**src/shared/cpph_pkg.sv**
```systemverilog
// Package for the phase-driven core: widths, phase encoding, opcode classes, pin modes.
// Assumes a single 50 MHz clock domain and no register bus.
package cpph_pkg;
    localparam int CPPH_IW = 14;
    localparam int CPPH_DW = 8;
    localparam int CPPH_PCW = 13;
    localparam int CPPH_AW = 7;
    localparam logic [12:0] CPPH_PC_RESET = 13'h0000;
    localparam logic [7:0] CPPH_W_RESET = 8'h00;
    localparam logic [13:0] CPPH_NOP = 14'h0000;
    localparam logic [6:0] CPPH_PCL_ADDR = 7'h02;
    localparam logic [6:0] CPPH_STATUS_ADDR = 7'h03;
    localparam logic [6:0] CPPH_FSR_ADDR = 7'h04;
    localparam logic [6:0] CPPH_INDF_ADDR = 7'h00;
    localparam int CPPH_C_BIT = 0;
    localparam int CPPH_DC_BIT = 1;
    localparam int CPPH_Z_BIT = 2;
    localparam logic [2:0] CPPH_FLAGS_RESET = 3'h0;
    localparam logic [1:0] CPPH_PH_ONE = 2'h0;
    localparam logic [1:0] CPPH_PH_TWO = 2'h1;
    localparam logic [1:0] CPPH_PH_THREE = 2'h2;
    localparam logic [1:0] CPPH_PH_FOUR = 2'h3;
    // Oscillator modes.
    typedef enum logic [2:0] {
        CPPH_LOW_POWER_CRYSTAL_MODE, CPPH_STANDARD_CRYSTAL_MODE, CPPH_FAST_CRYSTAL_MODE,
        CPPH_INTERNAL_RC_MODE, CPPH_EXTERNAL_RC_MODE
    } cpph_osc_type;
    // ALU operations decoded from the instruction.
    typedef enum logic [3:0] {
        CPPH_OP_NOP, CPPH_OP_ADD, CPPH_OP_SUB, CPPH_OP_AND, CPPH_OP_IOR, CPPH_OP_XOR,
        CPPH_OP_MOVW, CPPH_OP_MOVF, CPPH_OP_CLR, CPPH_OP_COM, CPPH_OP_INC, CPPH_OP_DEC,
        CPPH_OP_RLF, CPPH_OP_RRF, CPPH_OP_GOTO
    } cpph_op_type;
endpackage

```
**src/rtl/cpph_phase_gen.sv**
```systemverilog
// Four-phase generator: counts input clocks and emits one-cycle phase enables.
// Assumes clk_in is the oscillator clock; reset restarts at the first phase.
`timescale 1ns/1ps
`default_nettype none
module cpph_phase_gen (
    input wire logic clk_in,
    input wire logic rst_n_in,
    output logic [1:0] phase_out,
    output logic phase_one_out,
    output logic phase_two_out,
    output logic phase_four_out,
    output logic quarter_rate_clock_out
);
    import cpph_pkg::*;
    logic [1:0] phase_r;
    logic [1:0] phase_nxt;
    logic qclk_r;
    logic qclk_nxt;

    ////////////////////////////////////////////////////////////////////////////////
    // Divide by four; the quarter clock is high in phases one and two.
    always_comb begin
        phase_nxt = phase_r + 2'h1; // [RULE_01]
        qclk_nxt = (phase_nxt == CPPH_PH_ONE) || (phase_nxt == CPPH_PH_TWO);
    end

    // Register the phase; reset returns to phase one.
    always_ff @(posedge clk_in or negedge rst_n_in) begin
        if (!rst_n_in) begin
            phase_r <= CPPH_PH_ONE; // [RULE_24]
            qclk_r <= 1'b1;
        end else begin
            phase_r <= phase_nxt;
            qclk_r <= qclk_nxt;
        end
    end

    // Phase enables are decoded from the registered count.
    assign phase_out = phase_r;
    assign phase_one_out = (phase_r == CPPH_PH_ONE);
    assign phase_two_out = (phase_r == CPPH_PH_TWO);
    assign phase_four_out = (phase_r == CPPH_PH_FOUR);
    assign quarter_rate_clock_out = qclk_r;
endmodule
`default_nettype wire

```
**src/rtl/cpph_core.sv**
```systemverilog
// Core pipeline: phase-sequenced fetch/execute, ALU, working register, flags, pin functions.
// Assumes program memory answers combinationally within a phase, data memory likewise.
// Functional notes
// RULE_01: Input clock divided by four into four ordered non-overlapping phases.
// RULE_02: Program counter increments once per instruction cycle in phase one.
// RULE_03: Fetched word captured into instruction register in phase four.
// RULE_04: Captured instruction executes over the four phases of the next cycle.
// RULE_05: Two-stage pipeline overlaps next fetch with current execution.
// RULE_06: All operations take one cycle except branches.
// RULE_07: Each instruction is one 14-bit word fetched in one cycle.
// RULE_08: Program and data memory use separate buses; data is 8 bits.
// RULE_09: 8-bit ALU does add, subtract, shift, logic in two's complement.
// RULE_10: Two-operand ops use accumulator plus file or literal; single-operand either.
// RULE_11: Accumulator is 8 bits and not at any data address.
// RULE_12: ALU updates carry, half-carry and zero flags per instruction.
// RULE_13: In subtraction carry is borrow-not and half-carry digit borrow-not.
// RULE_14: Special registers including program counter reachable directly and indirectly.
// RULE_15: In RC modes the output pin may drive a quarter-rate clock.
// RULE_16: Pin four is crystal output only in crystal modes, else I/O.
// RULE_17: Pin five is I/O only in internal RC mode, else clock input.
// RULE_18: With external reset enabled, low on pin three resets the device.
// RULE_19: With external reset enabled, pin three pull-up is forced on.
// RULE_20: Pins zero, one, three have selectable pull-ups and change interrupts.
// RULE_21: Pin two may be timer clock or external interrupt input.
// RULE_22: Program counter changes cost two cycles by flushing the fetched word.
// RULE_23: Operand read in phase two, destination written in phase four.
// RULE_24: Reset restarts phases at one with no valid instruction.
`timescale 1ns/1ps
`default_nettype none
module cpph_core (
    input wire logic clk_in,
    input wire logic rst_n_in,
    input wire cpph_pkg::cpph_osc_type osc_mode_in,
    input wire logic ext_reset_enable_in,
    input wire logic quarter_rate_clock_out_enable_in,
    input wire logic [3:0] pullup_select_in,
    input wire logic [3:0] change_irq_select_in,
    input wire logic port_pin_two_timer_in,
    input wire logic port_pin_two_irq_in,
    input wire logic [5:0] port_pins_in,
    input wire logic [13:0] prog_data_in,
    input wire logic [7:0] data_rd_in,
    output logic [12:0] prog_addr_out,
    output logic [6:0] data_addr_out,
    output logic data_rd_en_out,
    output logic [7:0] data_wr_out,
    output logic data_wr_en_out,
    output logic [7:0] w_out,
    output logic [2:0] flags_out,
    output logic [1:0] phase_out,
    output logic exec_valid_out,
    output logic quarter_rate_clock_out,
    output logic port_pin_four_quarter_rate_clock_out_en_out,
    output logic port_pin_four_is_crystal_out,
    output logic port_pin_five_is_clock_in_out,
    output logic [3:0] pullup_active_out,
    output logic [3:0] change_irq_active_out,
    output logic timer_clock_input_out,
    output logic external_irq_input_out,
    output logic [5:0] port_change_out
);
    import cpph_pkg::*;

    ////////////////////////////////////////////////////////////////////////////////
    // Reset: external reset pin low combines with the power-on reset when enabled.
    logic core_rst_n;
    assign core_rst_n = rst_n_in & ~(ext_reset_enable_in & ~port_pins_in[3]); // [RULE_18]

    logic [1:0] phase;
    logic phase_one;
    logic phase_two;
    logic phase_four;
    logic qclk;

    // Phase generator drives all sequencing below.
    cpph_phase_gen u_phase (
        .clk_in(clk_in),
        .rst_n_in(core_rst_n),
        .phase_out(phase),
        .phase_one_out(phase_one),
        .phase_two_out(phase_two),
        .phase_four_out(phase_four),
        .quarter_rate_clock_out(qclk)
    );

    ////////////////////////////////////////////////////////////////////////////////
    // Decode helper: classifies a 14-bit word into an ALU operation.
    function automatic cpph_op_type decode_op(input logic [13:0] ir);
        cpph_op_type op;
        op = CPPH_OP_NOP;
        if (ir[13:11] == 3'b101) begin
            op = CPPH_OP_GOTO;
        end else if (ir[13:12] == 2'b00) begin
            unique case (ir[11:8])
                4'h0: op = ir[7] ? CPPH_OP_MOVW : CPPH_OP_NOP;
                4'h1: op = CPPH_OP_CLR;
                4'h2: op = CPPH_OP_SUB;
                4'h3: op = CPPH_OP_DEC;
                4'h4: op = CPPH_OP_IOR;
                4'h5: op = CPPH_OP_AND;
                4'h6: op = CPPH_OP_XOR;
                4'h7: op = CPPH_OP_ADD;
                4'h8: op = CPPH_OP_MOVF;
                4'h9: op = CPPH_OP_COM;
                4'hA: op = CPPH_OP_INC;
                4'hC: op = CPPH_OP_RRF;
                4'hD: op = CPPH_OP_RLF;
                default: op = CPPH_OP_NOP;
            endcase
        end else if (ir[13:12] == 2'b11) begin
            unique case (ir[11:9])
                3'b111: op = CPPH_OP_ADD;
                3'b110: op = CPPH_OP_SUB;
                3'b101: op = CPPH_OP_XOR;
                3'b100: op = ir[8] ? CPPH_OP_AND : CPPH_OP_IOR;
                3'b000: op = CPPH_OP_MOVW;
                default: op = CPPH_OP_MOVW;
            endcase
        end
        return op;
    endfunction

    // True when the word takes a literal rather than a file operand.
    function automatic logic is_literal(input logic [13:0] ir);
        return ir[13:12] == 2'b11;
    endfunction

    ////////////////////////////////////////////////////////////////////////////////
    // Pipeline state.
    logic [12:0] pc_r, pc_nxt;
    logic [13:0] fetch_r, fetch_nxt;
    logic [13:0] ir_r, ir_nxt;
    logic ir_valid_r, ir_valid_nxt;
    logic fetch_valid_r, fetch_valid_nxt;
    logic [7:0] w_r, w_nxt;
    logic [2:0] flags_r, flags_nxt;
    logic [7:0] fsr_r, fsr_nxt;
    logic [7:0] operand_r, operand_nxt;
    logic [5:0] pins_prev_r, pins_prev_nxt;
    logic [5:0] change_r, change_nxt;

    // ALU working signals.
    cpph_op_type op;
    logic [7:0] opnd;
    logic [7:0] result;
    logic [8:0] sum;
    logic [4:0] nib;
    logic dest_file;
    logic write_w;
    logic write_f;
    logic set_c, set_dc, set_z;
    logic [6:0] faddr;
    logic [7:0] pcl_view;

    ////////////////////////////////////////////////////////////////////////////////
    // Data address: indirect through the file pointer when the address is zero.
    always_comb begin
        faddr = ir_r[6:0];
        if (faddr == CPPH_INDF_ADDR) begin
            faddr = fsr_r[6:0]; // [RULE_14]
        end
        op = decode_op(ir_r);
        opnd = is_literal(ir_r) ? ir_r[7:0] : operand_r; // [RULE_10]
        dest_file = ir_r[7] & ~is_literal(ir_r);
        pcl_view = pc_r[7:0];
    end

    ////////////////////////////////////////////////////////////////////////////////
    // ALU: 8-bit, two's complement, with carry, half-carry and zero.
    always_comb begin
        result = opnd;
        sum = 9'h000;
        nib = 5'h00;
        set_c = 1'b0;
        set_dc = 1'b0;
        set_z = 1'b0;
        write_w = 1'b0;
        write_f = 1'b0;
        unique case (op)
            CPPH_OP_ADD: begin
                sum = {1'b0, opnd} + {1'b0, w_r}; // [RULE_09]
                nib = {1'b0, opnd[3:0]} + {1'b0, w_r[3:0]};
                result = sum[7:0];
                set_c = 1'b1;
                set_dc = 1'b1;
                set_z = 1'b1;
            end
            CPPH_OP_SUB: begin
                // Carry high means no borrow; likewise for the low nibble.
                sum = {1'b0, opnd} + {1'b0, ~w_r} + 9'h001; // [RULE_13]
                nib = {1'b0, opnd[3:0]} + {1'b0, ~w_r[3:0]} + 5'h01;
                result = sum[7:0];
                set_c = 1'b1;
                set_dc = 1'b1;
                set_z = 1'b1;
            end
            CPPH_OP_AND: begin
                result = opnd & w_r;
                set_z = 1'b1;
            end
            CPPH_OP_IOR: begin
                result = opnd | w_r;
                set_z = 1'b1;
            end
            CPPH_OP_XOR: begin
                result = opnd ^ w_r;
                set_z = 1'b1;
            end
            CPPH_OP_MOVW: begin
                result = is_literal(ir_r) ? opnd : w_r;
            end
            CPPH_OP_MOVF: begin
                result = opnd;
                set_z = 1'b1;
            end
            CPPH_OP_CLR: begin
                result = 8'h00;
                set_z = 1'b1;
            end
            CPPH_OP_COM: begin
                result = ~opnd;
                set_z = 1'b1;
            end
            CPPH_OP_INC: begin
                result = opnd + 8'h01;
                set_z = 1'b1;
            end
            CPPH_OP_DEC: begin
                result = opnd - 8'h01;
                set_z = 1'b1;
            end
            CPPH_OP_RLF: begin
                result = {opnd[6:0], flags_r[CPPH_C_BIT]};
                sum = {opnd[7], 8'h00};
                set_c = 1'b1;
            end
            CPPH_OP_RRF: begin
                result = {flags_r[CPPH_C_BIT], opnd[7:1]};
                sum = {opnd[0], 8'h00};
                set_c = 1'b1;
            end
            CPPH_OP_GOTO, CPPH_OP_NOP: begin
                result = opnd;
            end
        endcase
        if (op != CPPH_OP_NOP && op != CPPH_OP_GOTO) begin
            // Literal ops and clear-W go to W; file ops follow the destination bit.
            write_f = dest_file || (op == CPPH_OP_MOVW && !is_literal(ir_r));
            write_w = !write_f;
        end
    end

    ////////////////////////////////////////////////////////////////////////////////
    // Sequencing of fetch, execute, operand read and writeback per phase.
    always_comb begin
        pc_nxt = pc_r;
        fetch_nxt = fetch_r;
        ir_nxt = ir_r;
        ir_valid_nxt = ir_valid_r;
        fetch_valid_nxt = fetch_valid_r;
        w_nxt = w_r;
        flags_nxt = flags_r;
        fsr_nxt = fsr_r;
        operand_nxt = operand_r;
        if (phase_one) begin
            // Hand the fetched word on; step past it only once it was really fetched.
            pc_nxt = fetch_valid_r ? pc_r + 13'h0001 : pc_r; // [RULE_02]
            ir_nxt = fetch_r; // [RULE_04] [RULE_05]
            ir_valid_nxt = fetch_valid_r;
        end
        if (phase_two && ir_valid_r) begin
            operand_nxt = (faddr == CPPH_PCL_ADDR) ? pcl_view :
                          (faddr == CPPH_STATUS_ADDR) ? {5'h00, flags_r} :
                          (faddr == CPPH_FSR_ADDR) ? fsr_r : data_rd_in; // [RULE_23] [RULE_14]
        end
        if (phase_four) begin
            fetch_nxt = prog_data_in; // [RULE_03] [RULE_07]
            fetch_valid_nxt = 1'b1;
            if (ir_valid_r) begin
                if (write_w) begin
                    w_nxt = result; // [RULE_11]
                end
                if (set_c) begin
                    flags_nxt[CPPH_C_BIT] = sum[8]; // [RULE_12]
                end
                if (set_dc) begin
                    flags_nxt[CPPH_DC_BIT] = nib[4];
                end
                if (set_z) begin
                    flags_nxt[CPPH_Z_BIT] = (result == 8'h00);
                end
                if (write_f && faddr == CPPH_STATUS_ADDR) begin
                    flags_nxt = result[2:0];
                end
                if (write_f && faddr == CPPH_FSR_ADDR) begin
                    fsr_nxt = result;
                end
                if (op == CPPH_OP_GOTO) begin
                    // Redirect and flush the word already fetched.
                    pc_nxt = {2'b00, ir_r[10:0]}; // [RULE_22] [RULE_06]
                    fetch_valid_nxt = 1'b0;
                end else if (write_f && faddr == CPPH_PCL_ADDR) begin
                    pc_nxt = {pc_r[12:8], result}; // [RULE_22]
                    fetch_valid_nxt = 1'b0;
                end
            end
        end
    end

    // Pipeline registers; reset leaves no valid instruction.
    always_ff @(posedge clk_in or negedge core_rst_n) begin
        if (!core_rst_n) begin
            pc_r <= CPPH_PC_RESET;
            fetch_r <= CPPH_NOP;
            ir_r <= CPPH_NOP;
            ir_valid_r <= 1'b0; // [RULE_24]
            fetch_valid_r <= 1'b0;
            w_r <= CPPH_W_RESET;
            flags_r <= CPPH_FLAGS_RESET;
            fsr_r <= 8'h00;
            operand_r <= 8'h00;
        end else begin
            pc_r <= pc_nxt;
            fetch_r <= fetch_nxt;
            ir_r <= ir_nxt;
            ir_valid_r <= ir_valid_nxt;
            fetch_valid_r <= fetch_valid_nxt;
            w_r <= w_nxt;
            flags_r <= flags_nxt;
            fsr_r <= fsr_nxt;
            operand_r <= operand_nxt;
        end
    end

    ////////////////////////////////////////////////////////////////////////////////
    // Pin change detection on the selected pins.
    always_comb begin
        pins_prev_nxt = port_pins_in;
        change_nxt = 6'h00;
        for (int i = 0; i < 4; i++) begin
            if (change_irq_active_out[i]) begin
                change_nxt[i] = port_pins_in[i] ^ pins_prev_r[i]; // [RULE_20]
            end
        end
    end

    // Register the pin history.
    always_ff @(posedge clk_in or negedge core_rst_n) begin
        if (!core_rst_n) begin
            pins_prev_r <= 6'h00;
            change_r <= 6'h00;
        end else begin
            pins_prev_r <= pins_prev_nxt;
            change_r <= change_nxt;
        end
    end

    ////////////////////////////////////////////////////////////////////////////////
    // Bus and status outputs; separate program and data buses.
    assign prog_addr_out = pc_r; // [RULE_08]
    assign data_addr_out = faddr;
    assign data_rd_en_out = phase_two & ir_valid_r;
    assign data_wr_out = result;
    assign data_wr_en_out = phase_four & ir_valid_r & write_f; // [RULE_23]
    assign w_out = w_r;
    assign flags_out = flags_r;
    assign phase_out = phase;
    assign exec_valid_out = ir_valid_r;

    // Pin function selection by oscillator mode and option inputs.
    assign port_pin_four_is_crystal_out = (osc_mode_in == CPPH_FAST_CRYSTAL_MODE) ||
        (osc_mode_in == CPPH_STANDARD_CRYSTAL_MODE) ||
        (osc_mode_in == CPPH_LOW_POWER_CRYSTAL_MODE); // [RULE_16]
    assign port_pin_four_quarter_rate_clock_out_en_out = quarter_rate_clock_out_enable_in &&
        ((osc_mode_in == CPPH_EXTERNAL_RC_MODE) || (osc_mode_in == CPPH_INTERNAL_RC_MODE)); // [RULE_15]
    assign quarter_rate_clock_out = port_pin_four_quarter_rate_clock_out_en_out & qclk; // [RULE_15]
    assign port_pin_five_is_clock_in_out = (osc_mode_in != CPPH_INTERNAL_RC_MODE); // [RULE_17]
    assign pullup_active_out = {pullup_select_in[3] | ext_reset_enable_in, 1'b0,
        pullup_select_in[1:0]}; // [RULE_19] [RULE_20]
    assign change_irq_active_out = {change_irq_select_in[3], 1'b0, change_irq_select_in[1:0]};
    assign timer_clock_input_out = port_pin_two_timer_in & port_pins_in[2]; // [RULE_21]
    assign external_irq_input_out = port_pin_two_irq_in & port_pins_in[2]; // [RULE_21]
    assign port_change_out = change_r;
endmodule
`default_nettype wire

```
**config.mk**
```make
export PLATFORM = sky130hd
export DESIGN_NAME = cpph_core
export DESIGN_NICKNAME = d
export VERILOG_FILES = /design/src/shared/cpph_pkg.sv /design/src/rtl/cpph_phase_gen.sv /design/src/rtl/cpph_core.sv
export SDC_FILE = /design/constraint.sdc
export NUM_CORES = 1
export LEC_CHECK = 0
export BUFFER_PORTS_ARGS = -buffer_cell sky130_fd_sc_hd__buf_2
export CELL_PAD_IN_SITES_DETAIL_PLACEMENT = 1
export CELL_PAD_IN_SITES_GLOBAL_PLACEMENT = 2
export CORE_MARGIN = 8
export CORE_UTILIZATION = 35
export DETAILED_ROUTE_END_ITERATION = 10
export GPL_ROUTABILITY_DRIVEN = 0
export HOLD_SLACK_MARGIN = 0.15
export PLACE_DENSITY_LB_ADDON = 0.3
export RECOVER_POWER = 50
export REMOVE_ABC_BUFFERS = 1
export SLEW_MARGIN = 20
export SYNTH_ARGS = -nofsm -noshare
export SYNTH_HDL_FRONTEND = slang
export SYNTH_SLANG_ARGS = --single-unit
```
**constraint.sdc**
```tcl
create_clock -name clk_in -period 10.5 [get_ports clk_in]
set_input_delay 0.525 -clock clk_in [delete_from_list [all_inputs] [get_ports clk_in]]
set_output_delay 0.525 -clock clk_in [all_outputs]
set_load 0.01 [all_outputs]
```
* Word level (Yosys, flattened, before mapping)
Cells that the tools add are included.
** Operators by class
- Shift-type cells :: 0
- Bitwise gates (word level) :: 22
- Mux-type cells :: 37
- Magnitude comparators :: 0
- Multipliers :: 0
- Equality and inequality tests :: 45
- Add/sub/neg operators :: 10
- Reductions and logical operators :: 35
- Divide/modulo/power cells :: 0
** Operators with widths (count)
- case mux 8 bit (13 select lines) :: 1
- 2-to-1 mux 13 bit :: 6
- case mux 4 bit (13 select lines) :: 1
- == test 4 bit, second input constant :: 12
- 2-to-1 mux 8 bit :: 5
- case mux 9 bit (4 select lines) :: 1
- == test 4 x 3 -> 1 bit, second input constant :: 8
- adder 8 x 8 -> 9 bit :: 2
- == test 3 bit, second input constant :: 6
- == test 4 x 2 -> 1 bit, second input constant :: 4
- inverter 8 bit :: 2
- AND reduction 3 bit :: 5
- == test 7 x 2 -> 1 bit, second input constant :: 2
- 2-to-1 mux 1 bit :: 14
- adder 13 x 1 -> 13 bit, second input constant :: 1
- 2-to-1 mux 3 bit :: 4
- case mux 3 bit (4 select lines) :: 1
- adder 4 x 4 -> 5 bit :: 2
- case mux 5 bit (2 select lines) :: 1
- OR reduction 10 bit :: 1
- adder 9 x 1 -> 9 bit, second input constant :: 1
- AND 1 bit :: 9
- adder 8 x 1 -> 8 bit, second input constant :: 1
- AND 8 bit :: 1
- 32 further kinds :: 58
** Storage, ports and cells
- Word-level logic and storage cells :: 165
- Bits in writable memories :: 0
- Latch bits :: 0
- Memory bits (read-only) :: 0
- Memories :: 0
- Input bits :: 45
- Output and inout bits :: 64
- Flip-flop bits (word level) :: 80

* Longest topological paths before layout
Gate-level depths: netlist of run 1.
- Word-level depth :: 14
- Mapped depth :: 18
- Mapped depth without buffers :: 14

* Hierarchy
From an unflattened synthesis of run 1, not the netlist that was laid out.
** Unflattened totals
- Cell total of the unflattened synthesis :: 714
- Area, all modules :: 6263.5 um^2
** Modules (own cells, without submodules)
- cpph_core :: seq. area each 1901.8 um^2, times used 1, area each 6138.4 um^2, cells an instance 705
- cpph_phase_gen :: seq. area each 76.3 um^2, times used 1, area each 125.1 um^2, cells an instance 9

* Worst setup path before layout of run 1
OpenSTA, ideal clock, no wires.
- Path type :: reg2reg
- From :: register ir_r[12]
- To :: register flags_r[2], in the netlist flags_out[2]
- Cell stages (with the launch flop) :: 16
- Path slack :: 6054 ps
- Data required time :: 10408 ps
- Period minus slack after synthesis :: 4446 ps
- Arrival :: 4354 ps
- Buffers on the path :: 4
- Cells stage by stage :: dfrtp_1 > buf_2 > buf_6 > buf_6 > nor4_1 > ha_1 > clkbuf_1 > a21o_1 > a311o_1 > a21oi_1 > xor2_1 > o21ai_0 > a22o_1 > o32a_1 > or4_4 > o31ai_2
** On the way
- Elaborated cells on any way between the ends :: 51
** RTL lines
- start, declared :: RTL line cpph_core.sv:132 : logic [13:0] ir_r, ir_nxt;
- start signal, assigned :: RTL line cpph_core.sv:325 : ir_r <= ir_nxt;
- branches (longest 6 deep; another with adder 8 x 8 -> 9 bit)
- case mux 8 bit (13 select lines) (*) :: RTL line cpph_core.sv:179 : unique case (op)
- net data_wr_out[6] :: RTL line cpph_core.sv:46 : output logic [7:0] data_wr_out,
- logical NOT 8 bit (*) :: RTL line cpph_core.sv:290 : flags_nxt[CPPH_Z_BIT] = (result == 8'h00);
- 2-to-1 mux 1 bit (*) :: RTL line cpph_core.sv:289 : if (set_z) begin
- 2-to-1 mux 3 bit (*) :: RTL line cpph_core.sv:292 : if (write_f && faddr == CPPH_STATUS_ADDR) begin
- end signal, assigned :: RTL line cpph_core.sv:329 : flags_r <= flags_nxt;
- end, declared :: RTL line cpph_core.sv:136 : logic [2:0] flags_r, flags_nxt;
Mark *: on every way through the listed nets, which the timed path passes. The select of a mux whose other input is x is not followed.
A chain may end at the register's enable or synchronous reset.

* Final worst setup path of run 1
- From :: register ir_r[13]
- To :: output port data_wr_out[5]
** On the way
- Longest elaborated chain between the ends :: 7
- Elaborated cells on any way between the ends :: 34
** Ends and longest elaborated chain (RTL line)
- branches (longest 6 deep; another with adder 8 x 8 -> 9 bit)
- case mux 8 bit (13 select lines) (*) :: cpph_core.sv:179
- end, declared :: cpph_core.sv:46
Mark *: on every way between the ends.

==> results of run 1 <==
## metrics by stage
step | worst slack, ps | power [µW] | util (%)
global placement | 5400 | 959 | 38.1
global route | 4760 | 1360 | 39.6
CTS | 5070 | 1290 | 39.7
finish | 5050 | 1280 | 39.6
detailed placement | 5280 | 971 | 38.2
floorplan | 1800 | 755 | -
## cell type report
class / count / area share [%]
multi-input cells: 584 / 56.3
flip-flops and latches: 79 / 26.9
repair buffers: 104 / 6.98
well taps: 234 / 3.98
clock buffers: 10 / 3.25
inverters: 38 / 1.94
clock inverters: 6 / 0.698
## final timing paths
| kind | startpoint | endpoint | cells after the start |
|---|---|---|---|
| max in group asynchronous | port_pins_in[3] | operand_r[2] | 4 |
| min in group asynchronous | rst_n_in | fetch_r[10] | 3 |
| worst min register to register | fetch_r[11] | ir_r[11] | 2 |
| worst max-delay path | ir_r[13] | data_wr_out[5] | 13 |
| worst max register to register | ir_r[13] | flags_out[2] | 13 |
| worst min-delay path | port_pins_in[1] | pins_prev_r[1] | 1 |
## cells in the mapped netlist (3+ instances only)
cell type   n
dfrtp_1    78
nand2_1    61
a21oi_1    51
o21ai_0    48
nor2_1     45
inv_1      38
ha_1       35
mux2_2     33
nand3_1    22
clkbuf_1   19
and3_1     16
buf_4      16
nor3_1     15
a31oi_1    14
xor2_1     14
and2_1     13
mux2i_1    13
o22ai_1    13
a21o_1     12
a211oi_1   10
a22oi_1     9
buf_2       9
buf_6       9
nand2b_1    9
nand4_1     9
xnor2_1     9
nor4_1      8
o2111ai_1   7
o211ai_1    7
or3_1       7
nor2b_1     6
o21a_1      6
a211o_1     5
o31ai_1     5
a21boi_0    4
o21ai_1     4
o32a_1      4
or4_1       4
fa_1        3
## state kept, by name (all words and copies together) (netlist names)
register and cells:
fetch_r 14, ir_r 14, prog_addr_out 13, fsr_r 8
operand_r 8, w_out 8, flags_out 3, pins_prev_r 3
port_change_out 3, u_phase.phase_out 2, exec_valid_out 1, fetch_valid_r 1
u_phase.quarter_rate_clock_out 1
## cell families (layout without fill, tap and decap cells)
logic type,after synthesis,count (layout),share of synthesized area [%]
AO/OA/AOI/OAI,237,237,25.5
AND/OR/NAND/NOR,234,234,18.5
other,1,5,0.0571
flip-flops,79,79,30.1
XOR/XNOR,23,23,3.07
multiplexers,46,46,7.64
buffers and inverters,93,158,7.43
adder cells (fa/ha/maj),39,39,7.75
## worst max-delay path: stages, from the launching register on
cell	delay, ps
dfrtp_1	950
nand2_2	440
a21oi_1	520
inv_1	210
ha_1	430
a21o_1	230
a21oi_1	140
a21boi_0	140
or3_1	340
nand3_1	130
o2111ai_1	120
o22ai_1	690
inv_1	80
buf_2	170
## per-layer routing
| layer | global-route usage [%] | vias up | routed length [µm] |
|---|---|---|---|
| li1 | - | 2879 | - |
| met1 | 27.3 | 3174 | 11200 |
| met2 | 33.3 | 205 | 11200 |
| met3 | 3.50 | 29 | 1210 |
| met4 | 5.04 | 0 | 288 |
| met5 | 0 | - | 0 |
## cell usage in the layout (no fill, tap or decap), drive strengths merged, types with 8 or more instances in the layout
master	Yosys	routed
nand3	22	22
nand4	9	9
a21o	12	12
dfrtp	78	78
nor2	45	45
o21ai	52	52
nand2	64	64
buf	36	82
mux2i	13	13
a31oi	15	15
a211oi	11	11
xor2	14	14
o31ai	8	8
and3	16	16
and2	13	13
nand2b	9	9
o211ai	8	8
o22ai	13	13
a21oi	52	52
xnor2	9	9
ha	35	35
mux2	33	33
nor4	8	8
inv	38	40
nor3	16	16
clkbuf	19	32
a22oi	10	10
## power by group through the flow
stage	Sequential, µW	Combinational, µW	Clock, µW
after CTS	415	555	315
after detailed placement	420	551	0
final	416	553	309
after global placement	419	540	0
after floorplan	412	343	0
after global routing	423	608	327
==> impl_metrics.json, run 1 <==
{
  "synth_top_area_share_pct": 29.7,
  "synth_warnings": 0,
  "grt_usage_pct": 20.3,
  "synth_ff_type": "dfrtp_1",
  "netlist.top_cell.by_area": "dfrtp_1",
  "finalSetupViolCount": 0,
  "cts_tree": "done",
  "peakVddDrop_mv": 0.103,
  "drv_slew": 80,
  "status": "finished, violations left",
  "worstSetupPathType": "flip-flop to output pin",
  "fin_crit_sh_pct": 51.9,
  "boundaryPins": 109,
  "grt_setup_unrepaired": "false",
  "violations": "max-capacitance violations, max-slew violations",
  "dp.cells": 1039,
  "async_reset_ff_share_pct": 100,
  "reg2reg_slack_ps": 5240,
  "power_frac_seq_pct": 32.6,
  "core_um2": 18600,
  "worstPathMaxFanout": 26,
  "p_leak_uw": 0.00317,
  "avgSynthCellArea_um2": 8.74,
  "die-area_um2": 23400,
  "clkSinkCount": 79,
  "start_util_pct": 35.4,
  "fin_cells": 1055,
  "yosysSeqAreaShare_pct": 30.1,
  "clockPowerShare_pct": 24.2,
  "p_int_uw": 726,
  "arrival_ps": 4920,
  "dr.first_iter.drc_count": 436,
  "vias": 6287,
  "num_rows": 50,
  "regArea_um2": 1980,
  "fin_tns_setup_ps": 0,
  "cts_setup_buffers": 0,
  "wire_per_inst_um": 22.7,
  "die_x_um": 153,
  "netlist_instances": 752,
  "root_buffer": "clkbuf_16",
  "p_sw_uw": 551,
  "grt_overflow": 0,
  "diodes": 0,
  "syn2layout_area_growth_pct": 11.9,
  "multiInputGateArea_um2": 4140,
  "max-slew-margin-rel_pct": -199,
  "hpwl_mm": 18.1,
  "whs_ps": 316,
  "n_fill_cell": 2253,
  "hold_buffers": 0,
  "placed_cell_area_um2": 7090,
  "crit_path_end_kind": "output pin",
  "die_h_um": 153,
  "synthTopCellsByArea": "dfrtp_1 (30%), ha_1 (6.7%), mux2_2 (5.7%), a21oi_1 (3.9%), o21ai_0 (3.7%)",
  "cp-start-kind": "flip-flop",
  "vias_per_cell": 5.96,
  "finalCriticalPeriod_ps": 5450,
  "max_freq_ghz": 0.184,
  "antenna_found_initial": 0,
  "synth_edf_count": 0,
  "first_pass_iters": 5,
  "switching_share_pct": 43.1,
  "grt_pass1_wl_mm": 38.5,
  "combinationalPowerShare_pct": 43.3,
  "cts_made_buffers": 9,
  "port_buffers": 95,
  "drc_errors": 0,
  "hold_viol": 0,
  "grt_pass1_vias": 6726,
  "wl_mm": 23.9,
  "ys_types": 87,
  "p_per_area_nw_per_um2": 174,
  "h-tree-depth": 3,
  "synth-seq-cells": 79,
  "clockBufferDepth": 2,
  "tightestPinTransition_ps": 4480,
  "grt_start_max_net_pins": 80,
  "hp-class": "input pin to flip-flop",
  "post_cts_resized": 0,
  "ant_nets": 0,
  "required_ps": 9980,
  "fin_skew_ps": 12.3,
  "fin_nets": 899,
  "path_clk_slew_ps": 70,
  "drive_gt1_share_pct": 19.9,
  "clock_latency_ps": 340,
  "synthesis.area_um2": 6570,
  "max_cap_violations": 1,
  "finish.instance_area_um2": 7350
}
(Power assumes the default switching activity.)
==> run 2, diff against run 1 <==
- ABC_AREA: default -> 1
- CORE_UTILIZATION: 35 -> 28
- clock period: 10.5 -> 4.4 ns (I/O delays scaled with it)
==> run 2 against run 1 <==
Net effect: the flow still finishes with violations (max-capacitance violations, max-slew violations); clock-buffer cell count unchanged; clock skew down 2.0 ps; highest routed layer unchanged; power up 140%; critical endpoint unchanged.
==> impl_metrics.json, run 2 <==
{
  "status": "finished, violations left",
  "violations": "max-capacitance violations, max-slew violations",
  "async_reset_ff_share_pct": 100,
  "wl_mm": 23.5,
  "synth_ff_type": "dfrtp_1",
  "netlist.top_cell.by_area": "dfrtp_1",
  "netlist_instances": 939,
  "synth_top_area_share_pct": 30.6,
  "start_util_pct": 28.3,
  "max_freq_ghz": 0.244,
  "die_x_um": 167,
  "cp-startpoint": "ir_r[11]",
  "cp-start-kind": "flip-flop",
  "p_per_area_nw_per_um2": 396,
  "clockBufferDepth": 2,
  "port_buffers": 95,
  "synth_edf_count": 0,
  "antenna_found_initial": 0,
  "avgSynthCellArea_um2": 6.79,
  "tightestPinTransition_ps": 1790,
  "synth_most_common_cell": "nand2_1",
  "rr_worst_depth": 20,
  "cts_made_buffers": 9,
  "drc_errors": 0,
  "peakVddDrop_mv": 0.195,
  "cts_tree": "done",
  "boundaryPins": 109,
  "fin_skew_ps": 10.3,
  "drv_slew": 61,
  "required_ps": 4180,
  "crit_path_end_kind": "output pin",
  "fin_crit_sh_pct": 93.1,
  "syn2layout_area_growth_pct": 20.1,
  "h-tree-depth": 3,
  "ant_nets": 0,
  "p_leak_uw": 0.00388,
  "diodes": 0,
  "vias": 6415,
  "synthesis.area_um2": 6380,
  "hp-class": "input pin to flip-flop",
  "vias_per_cell": 4.77,
  "yosysSeqAreaShare_pct": 31.0,
  "wire_per_inst_um": 17.5,
  "r2r_start": "ir_r[11]",
  "synth-seq-cells": 79,
  "grt_pass1_wl_mm": 37.9,
  "worstSetupPathType": "flip-flop to output pin",
  "hpwl_mm": 18.9,
  "grt_pass1_vias": 6995,
  "synth_warnings": 0,
  "first_pass_iters": 7,
  "dp.cells": 1301,
  "clkSinkCount": 79,
  "finalSetupViolCount": 0,
  "dr.first_iter.drc_count": 252,
  "fin_nets": 1137,
  "path_clk_slew_ps": 60,
  "root_buffer": "clkbuf_16",
  "worstPathMaxFanout": 8,
  "die_h_um": 167,
  "finalCriticalPeriod_ps": 4100,
  "fin_cells": 1344,
  "grt_usage_pct": 17.0,
  "rr_endpoint": "flags_out[2]",
  "layout_common_cells": "nand2_1 (290), inv_1 (116), dfrtp_1 (76)",
  "whs_ps": 228,
  "drive_gt1_share_pct": 13.5,
  "max_cap_violations": 2,
  "die-area_um2": 27900,
  "grt_start_max_net_pins": 32,
  "hold_viol": 0,
  "synth_common_cells": "nand2_1 (290), inv_1 (117), dfrtp_1 (78)",
  "max-slew-margin-rel_pct": -19.2,
  "arrival_ps": 3880,
  "num_rows": 55,
  "core_um2": 22500,
  "reg2reg_slack_ps": 620,
  "final_common_cell": "nand2_1",
  "synthTopCellsByArea": "dfrtp_1 (31%), nand2_1 (17%), inv_1 (6.9%), ha_1 (6.9%), nand3_1 (4.5%)",
  "crit_end": "data_wr_out[5]",
  "clock_latency_ps": 340,
  "grt_overflow": 0,
  "ys_types": 58
}
[run 2: cell count changes in the layout (fill, tap and decap cells not counted), sizes merged, moves of 13 or more]
| cell | delta |
|---|---|
| nor2 | +39 |
| nand3 | +38 |
| and3 | -16 |
| clkbuf | +21 |
| mux2i | -13 |
| nand2 | +236 |
| mux2 | -32 |
| buf | -15 |
| o21ai | +28 |
| dlygate4sd3 | +22 |
| inv | +90 |
| a21oi | -18 |
[run 2: kinds of logic after synthesis]
logic type	Yosys count	share of synthesized area [%]
simple gates	482	33.5
buf+inv	166	10.8
compound gates	152	13.9
flops	79	31.0
fa+ha+maj	38	7.81
xor+xnor	20	2.75
other cells	1	0.0588
mux	1	0.177
[run 2: area by class of cell]
class / count / area, µm²
fillers: 2866 / 14800
multi-input cells: 698 / 3730
flip-flops and latches: 79 / 1980
repair buffers: 132 / 749
inverters: 134 / 515
well taps: 285 / 357
clock buffers: 10 / 229
clock inverters: 6 / 93.8
[run 2: worst min path at each step]
stage                                   start                    to  slack (ps)  cells after the start
after floorplan               port_pins_in[0]        pins_prev_r[0]         250                      0
after global placement        port_pins_in[1]        pins_prev_r[1]         360                      1
after detailed placement      port_pins_in[0]        pins_prev_r[0]         360                      1
after CTS                 ext_reset_enable_in  u_phase.phase_out[1]         200                      3
after global routing            data_rd_in[2]          operand_r[2]         240                      3
final                           data_rd_in[2]          operand_r[2]         230                      3
[run 2: what timing repair did]
action	4_1_cts	5_1_grt
setup buffers	1	4
endpoints found under the setup margin	3	5
hold buffers	22	0
endpoints found under the hold margin	40	0
pin swaps	1	0
gates resized for setup	1	6
[run 2: worst max-delay path: stages, from the launching register on]
cell,delay [ps]
dfrtp_2,440
buf_4,160
nand2_2,110
nand3_1,90
nand3_1,100
nand2_1,140
nand2_2,170
nor2_1,70
nand2_1,180
clkinvlp_4,230
ha_1,410
a21oi_1,230
nand2_1,100
nand2_1,90
a31oi_1,120
or2_2,290
nand3_1,70
nand4_1,260
buf_2,250
[run 2: layer usage]
metal / wire length, µm / track usage, % / share of wire [%]
met5: 0 / 0 / 0
met1: 10900 / 21.3 / 46
met2: 11400 / 30.0 / 49
met3: 769 / 2.48 / 3.3
met4: 405 / 4.54 / 1.7
[run 2: stage by stage]
step                      TNS [ps]  util (%)  setup WS [ps]  total power (µW)  instance area (µm²)
after floorplan            -312080         -          -3980              1750                 6210
after global placement           0      31.7            300              2230                 7130
after detailed placement         0      31.7            209              2240                 7130
after CTS                        0      34.1           48.3              3080                 7680
after global routing         -2.45      34.0          -2.45              3260                 7660
final                            0      34.0            304              3030                 7660
[run 2: report_power, final]
part / internal, µW / switching, µW / leakage, µW
logic: 421 / 817 / 0.00275
registers: 825 / 154 / 0.000969
clock network: 501 / 312 / 0.000153
total: 1750 / 1280 / 0.00388
==> run 3, diff against run 2 <==
--- a/constraint.sdc
+++ b/constraint.sdc
@@ -3,2 +3,2 @@
 set_output_delay 0.22 -clock clk_in [all_outputs]
-set_load 0.01 [all_outputs]
+set_load 0.1 [all_outputs]
==> run 3 against run 2 <==
Net effect: the run still ends with max-capacitance violations, max-slew violations left; worst hold slack improved by 4.8 ps; global-route usage about the same; cell count increased by 0.45%; combinational power grew 73%; wire length increased by 0.56%; via count down 0.41%; sequential share of layout area shrank 0.39 points; cell area is 1.5% higher; setup slack improved by 18 ps; largest cell class unchanged; highest routed layer unchanged.
==> impl_metrics.json, run 3 (synthesized netlist as in run 2, its figures left out) <==
{
  "ant_nets": 0,
  "drc_errors": 0,
  "die-area_um2": 27900,
  "holdPathStages": 3,
  "die_x_um": 167,
  "h-tree-depth": 3,
  "fin_skew_ps": 7.59,
  "max-slew-margin-rel_pct": -51.5,
  "dr.first_iter.drc_count": 255,
  "grt_start_max_net_pins": 40,
  "p_leak_uw": 0.00397,
  "num_rows": 55,
  "drv_slew": 40,
  "cp-start-kind": "flip-flop",
  "rr_endpoint": "prog_addr_out[11]",
  "fin_nets": 1143,
  "grt_pass1_vias": 6859,
  "setup_slack_ps": 322,
  "diodes": 0,
  "place_ws_ps": 450,
  "cts_made_buffers": 9,
  "worstPathMaxFanout": 7,
  "syn2layout_area_growth_pct": 21.9,
  "fin_util_pct": 34.6,
  "wire_per_inst_um": 17.5,
  "max_freq_ghz": 0.245,
  "cts_setup_buffers": 0,
  "hpwl_mm": 19.1,
  "first_pass_iters": 5,
  "fin_cells": 1350,
  "crit_top_cell": "nand2_1",
  "vias_per_cell": 4.73,
  "finalSetupViolCount": 0,
  "required_ps": 4180,
  "clock_latency_ps": 340,
  "die_h_um": 167,
  "drive_gt1_share_pct": 15.3,
  "start_util_pct": 28.3,
  "clkSinkCount": 79,
  "cp_top_family": "simple AND/OR/NAND/NOR gates",
  "violations": "max-capacitance violations, max-slew violations",
  "path_clk_slew_ps": 60,
  "layout_common_cells": "nand2_1 (289), inv_1 (116), dfrtp_1 (76)",
  "status": "finished, violations left",
  "fin_tns_setup_ps": 0,
  "min_to": "operand_r[2]",
  "boundaryPins": 109,
  "worstSetupPathType": "flip-flop to output pin",
  "peakVddDrop_mv": 0.483,
  "hp-start": "data_rd_in[2]",
  "reg2reg_slack_ps": 680,
  "critPathSlowestCell": "dfrtp_1",
  "slowest_delay_ps": 460,
  "grt_overflow": 0,
  "p_per_area_nw_per_um2": 508,
  "max_cap_violations": 1,
  "r2r_start": "u_phase.phase_out[0]",
  "core_um2": 22500,
  "finalCriticalPeriod_ps": 4080,
  "hp-class": "input pin to flip-flop",
  "wl_mm": 23.7,
  "port_buffers": 95,
  "root_buffer": "clkbuf_16",
  "grt_pass1_wl_mm": 37.9,
  "grt_usage_pct": 17.0,
  "cts_tree": "done",
  "rr_worst_depth": 13,
  "finish.instance_area_um2": 7770,
  "final_common_cell": "nand2_1",
  "arrival_ps": 3860,
  "hold_viol": 0,
  "placed_cell_area_um2": 7250,
  "path_buf_inv": 6,
  "dp.cells": 1311,
  "antenna_found_initial": 0,
  "vias": 6389,
  "crit_path_end_kind": "output pin",
  "tightestPinTransition_ps": 2270,
  "clockBufferDepth": 2,
  "path_cells": "inv_2 -> nand2_1 -> nand3_1 -> nand2_1 -> nand2_1 -> a21oi_1 -> nand2_1 -> clkinv_1 -> buf_4 -> fa_1 -> nand3_1 -> nand3_1 -> xor2_1 -> inv_1 -> nand3_1 -> nand2_1 -> nor2_1 -> nand2_1 -> o21ai_4 -> inv_1 -> buf_2",
  "grt_setup_unrepaired": "false",
  "fin_crit_sh_pct": 92.7
}
## run 3: changes by cell type in the layout (fill, tap and decap cells not counted), moves of 3 or more
| cell | before | now |
|---|---|---|
| buf_2 | 54 | 65 |
| clkbuf_1 | 44 | 29 |
| buf_4 | 13 | 18 |
| buf_12 | 0 | 3 |
## run 3: worst max path at each step
stage                         from              to  slack, ps  cells past startpoint
final                      ir_r[9]  data_wr_out[4]        320                     21
after global routing       ir_r[9]  data_wr_out[7]          4                     20
after CTS                 ir_r[12]  data_wr_out[7]         80                     21
after detailed placement  ir_r[12]  data_wr_out[7]        450                     21
after global placement    ir_r[12]  data_wr_out[7]        500                     21
after floorplan           rst_n_in  exec_valid_out      -3980                      1
## run 3: final cells by class
cell class | count | area (µm²)
clock buffer | 10 | 239
clock inverter | 6 | 92.6
fill | 2854 | 14700
inverter | 134 | 508
multi-input combinational | 698 | 3740
sequential | 79 | 1980
tap | 285 | 357
timing repair buffer | 138 | 860
## run 3: stage by stage
step,power (µW),hold WS [ps]
finish,3950,233
floorplan,2540,251
detailed placement,3120,363
global route,4170,274
global placement,3110,356
CTS,3980,226
## run 3: where the power goes
| part | switching [µW] | internal (µW) | total (µW) |
|---|---|---|---|
| clock | 314 | 515 | 830 |
| sequential | 152 | 825 | 977 |
| combinational | 1660 | 485 | 2140 |
| total | 2120 | 1830 | 3950 |
## run 3: timing repair
action                                 in CTS  in global routing
setup endpoints to repair                   0                  4
gates resized for setup                     0                 10
endpoints found under the hold margin      39                  0
hold buffers                               23                  0
## run 3: metal layers
metal  GRT usage (%)  up-vias  wire length [µm]
li1                -     3232                 -
met1            22.0     3040             11300
met2            29.8       99             11500
met3            2.29       18               581
met4            3.29        0               253
met5               0        -                 0
## run 3: tightest hold or removal path: stages
cell,delay [ps]
buf_2,100
o21ai_1,70
a21oi_1,130
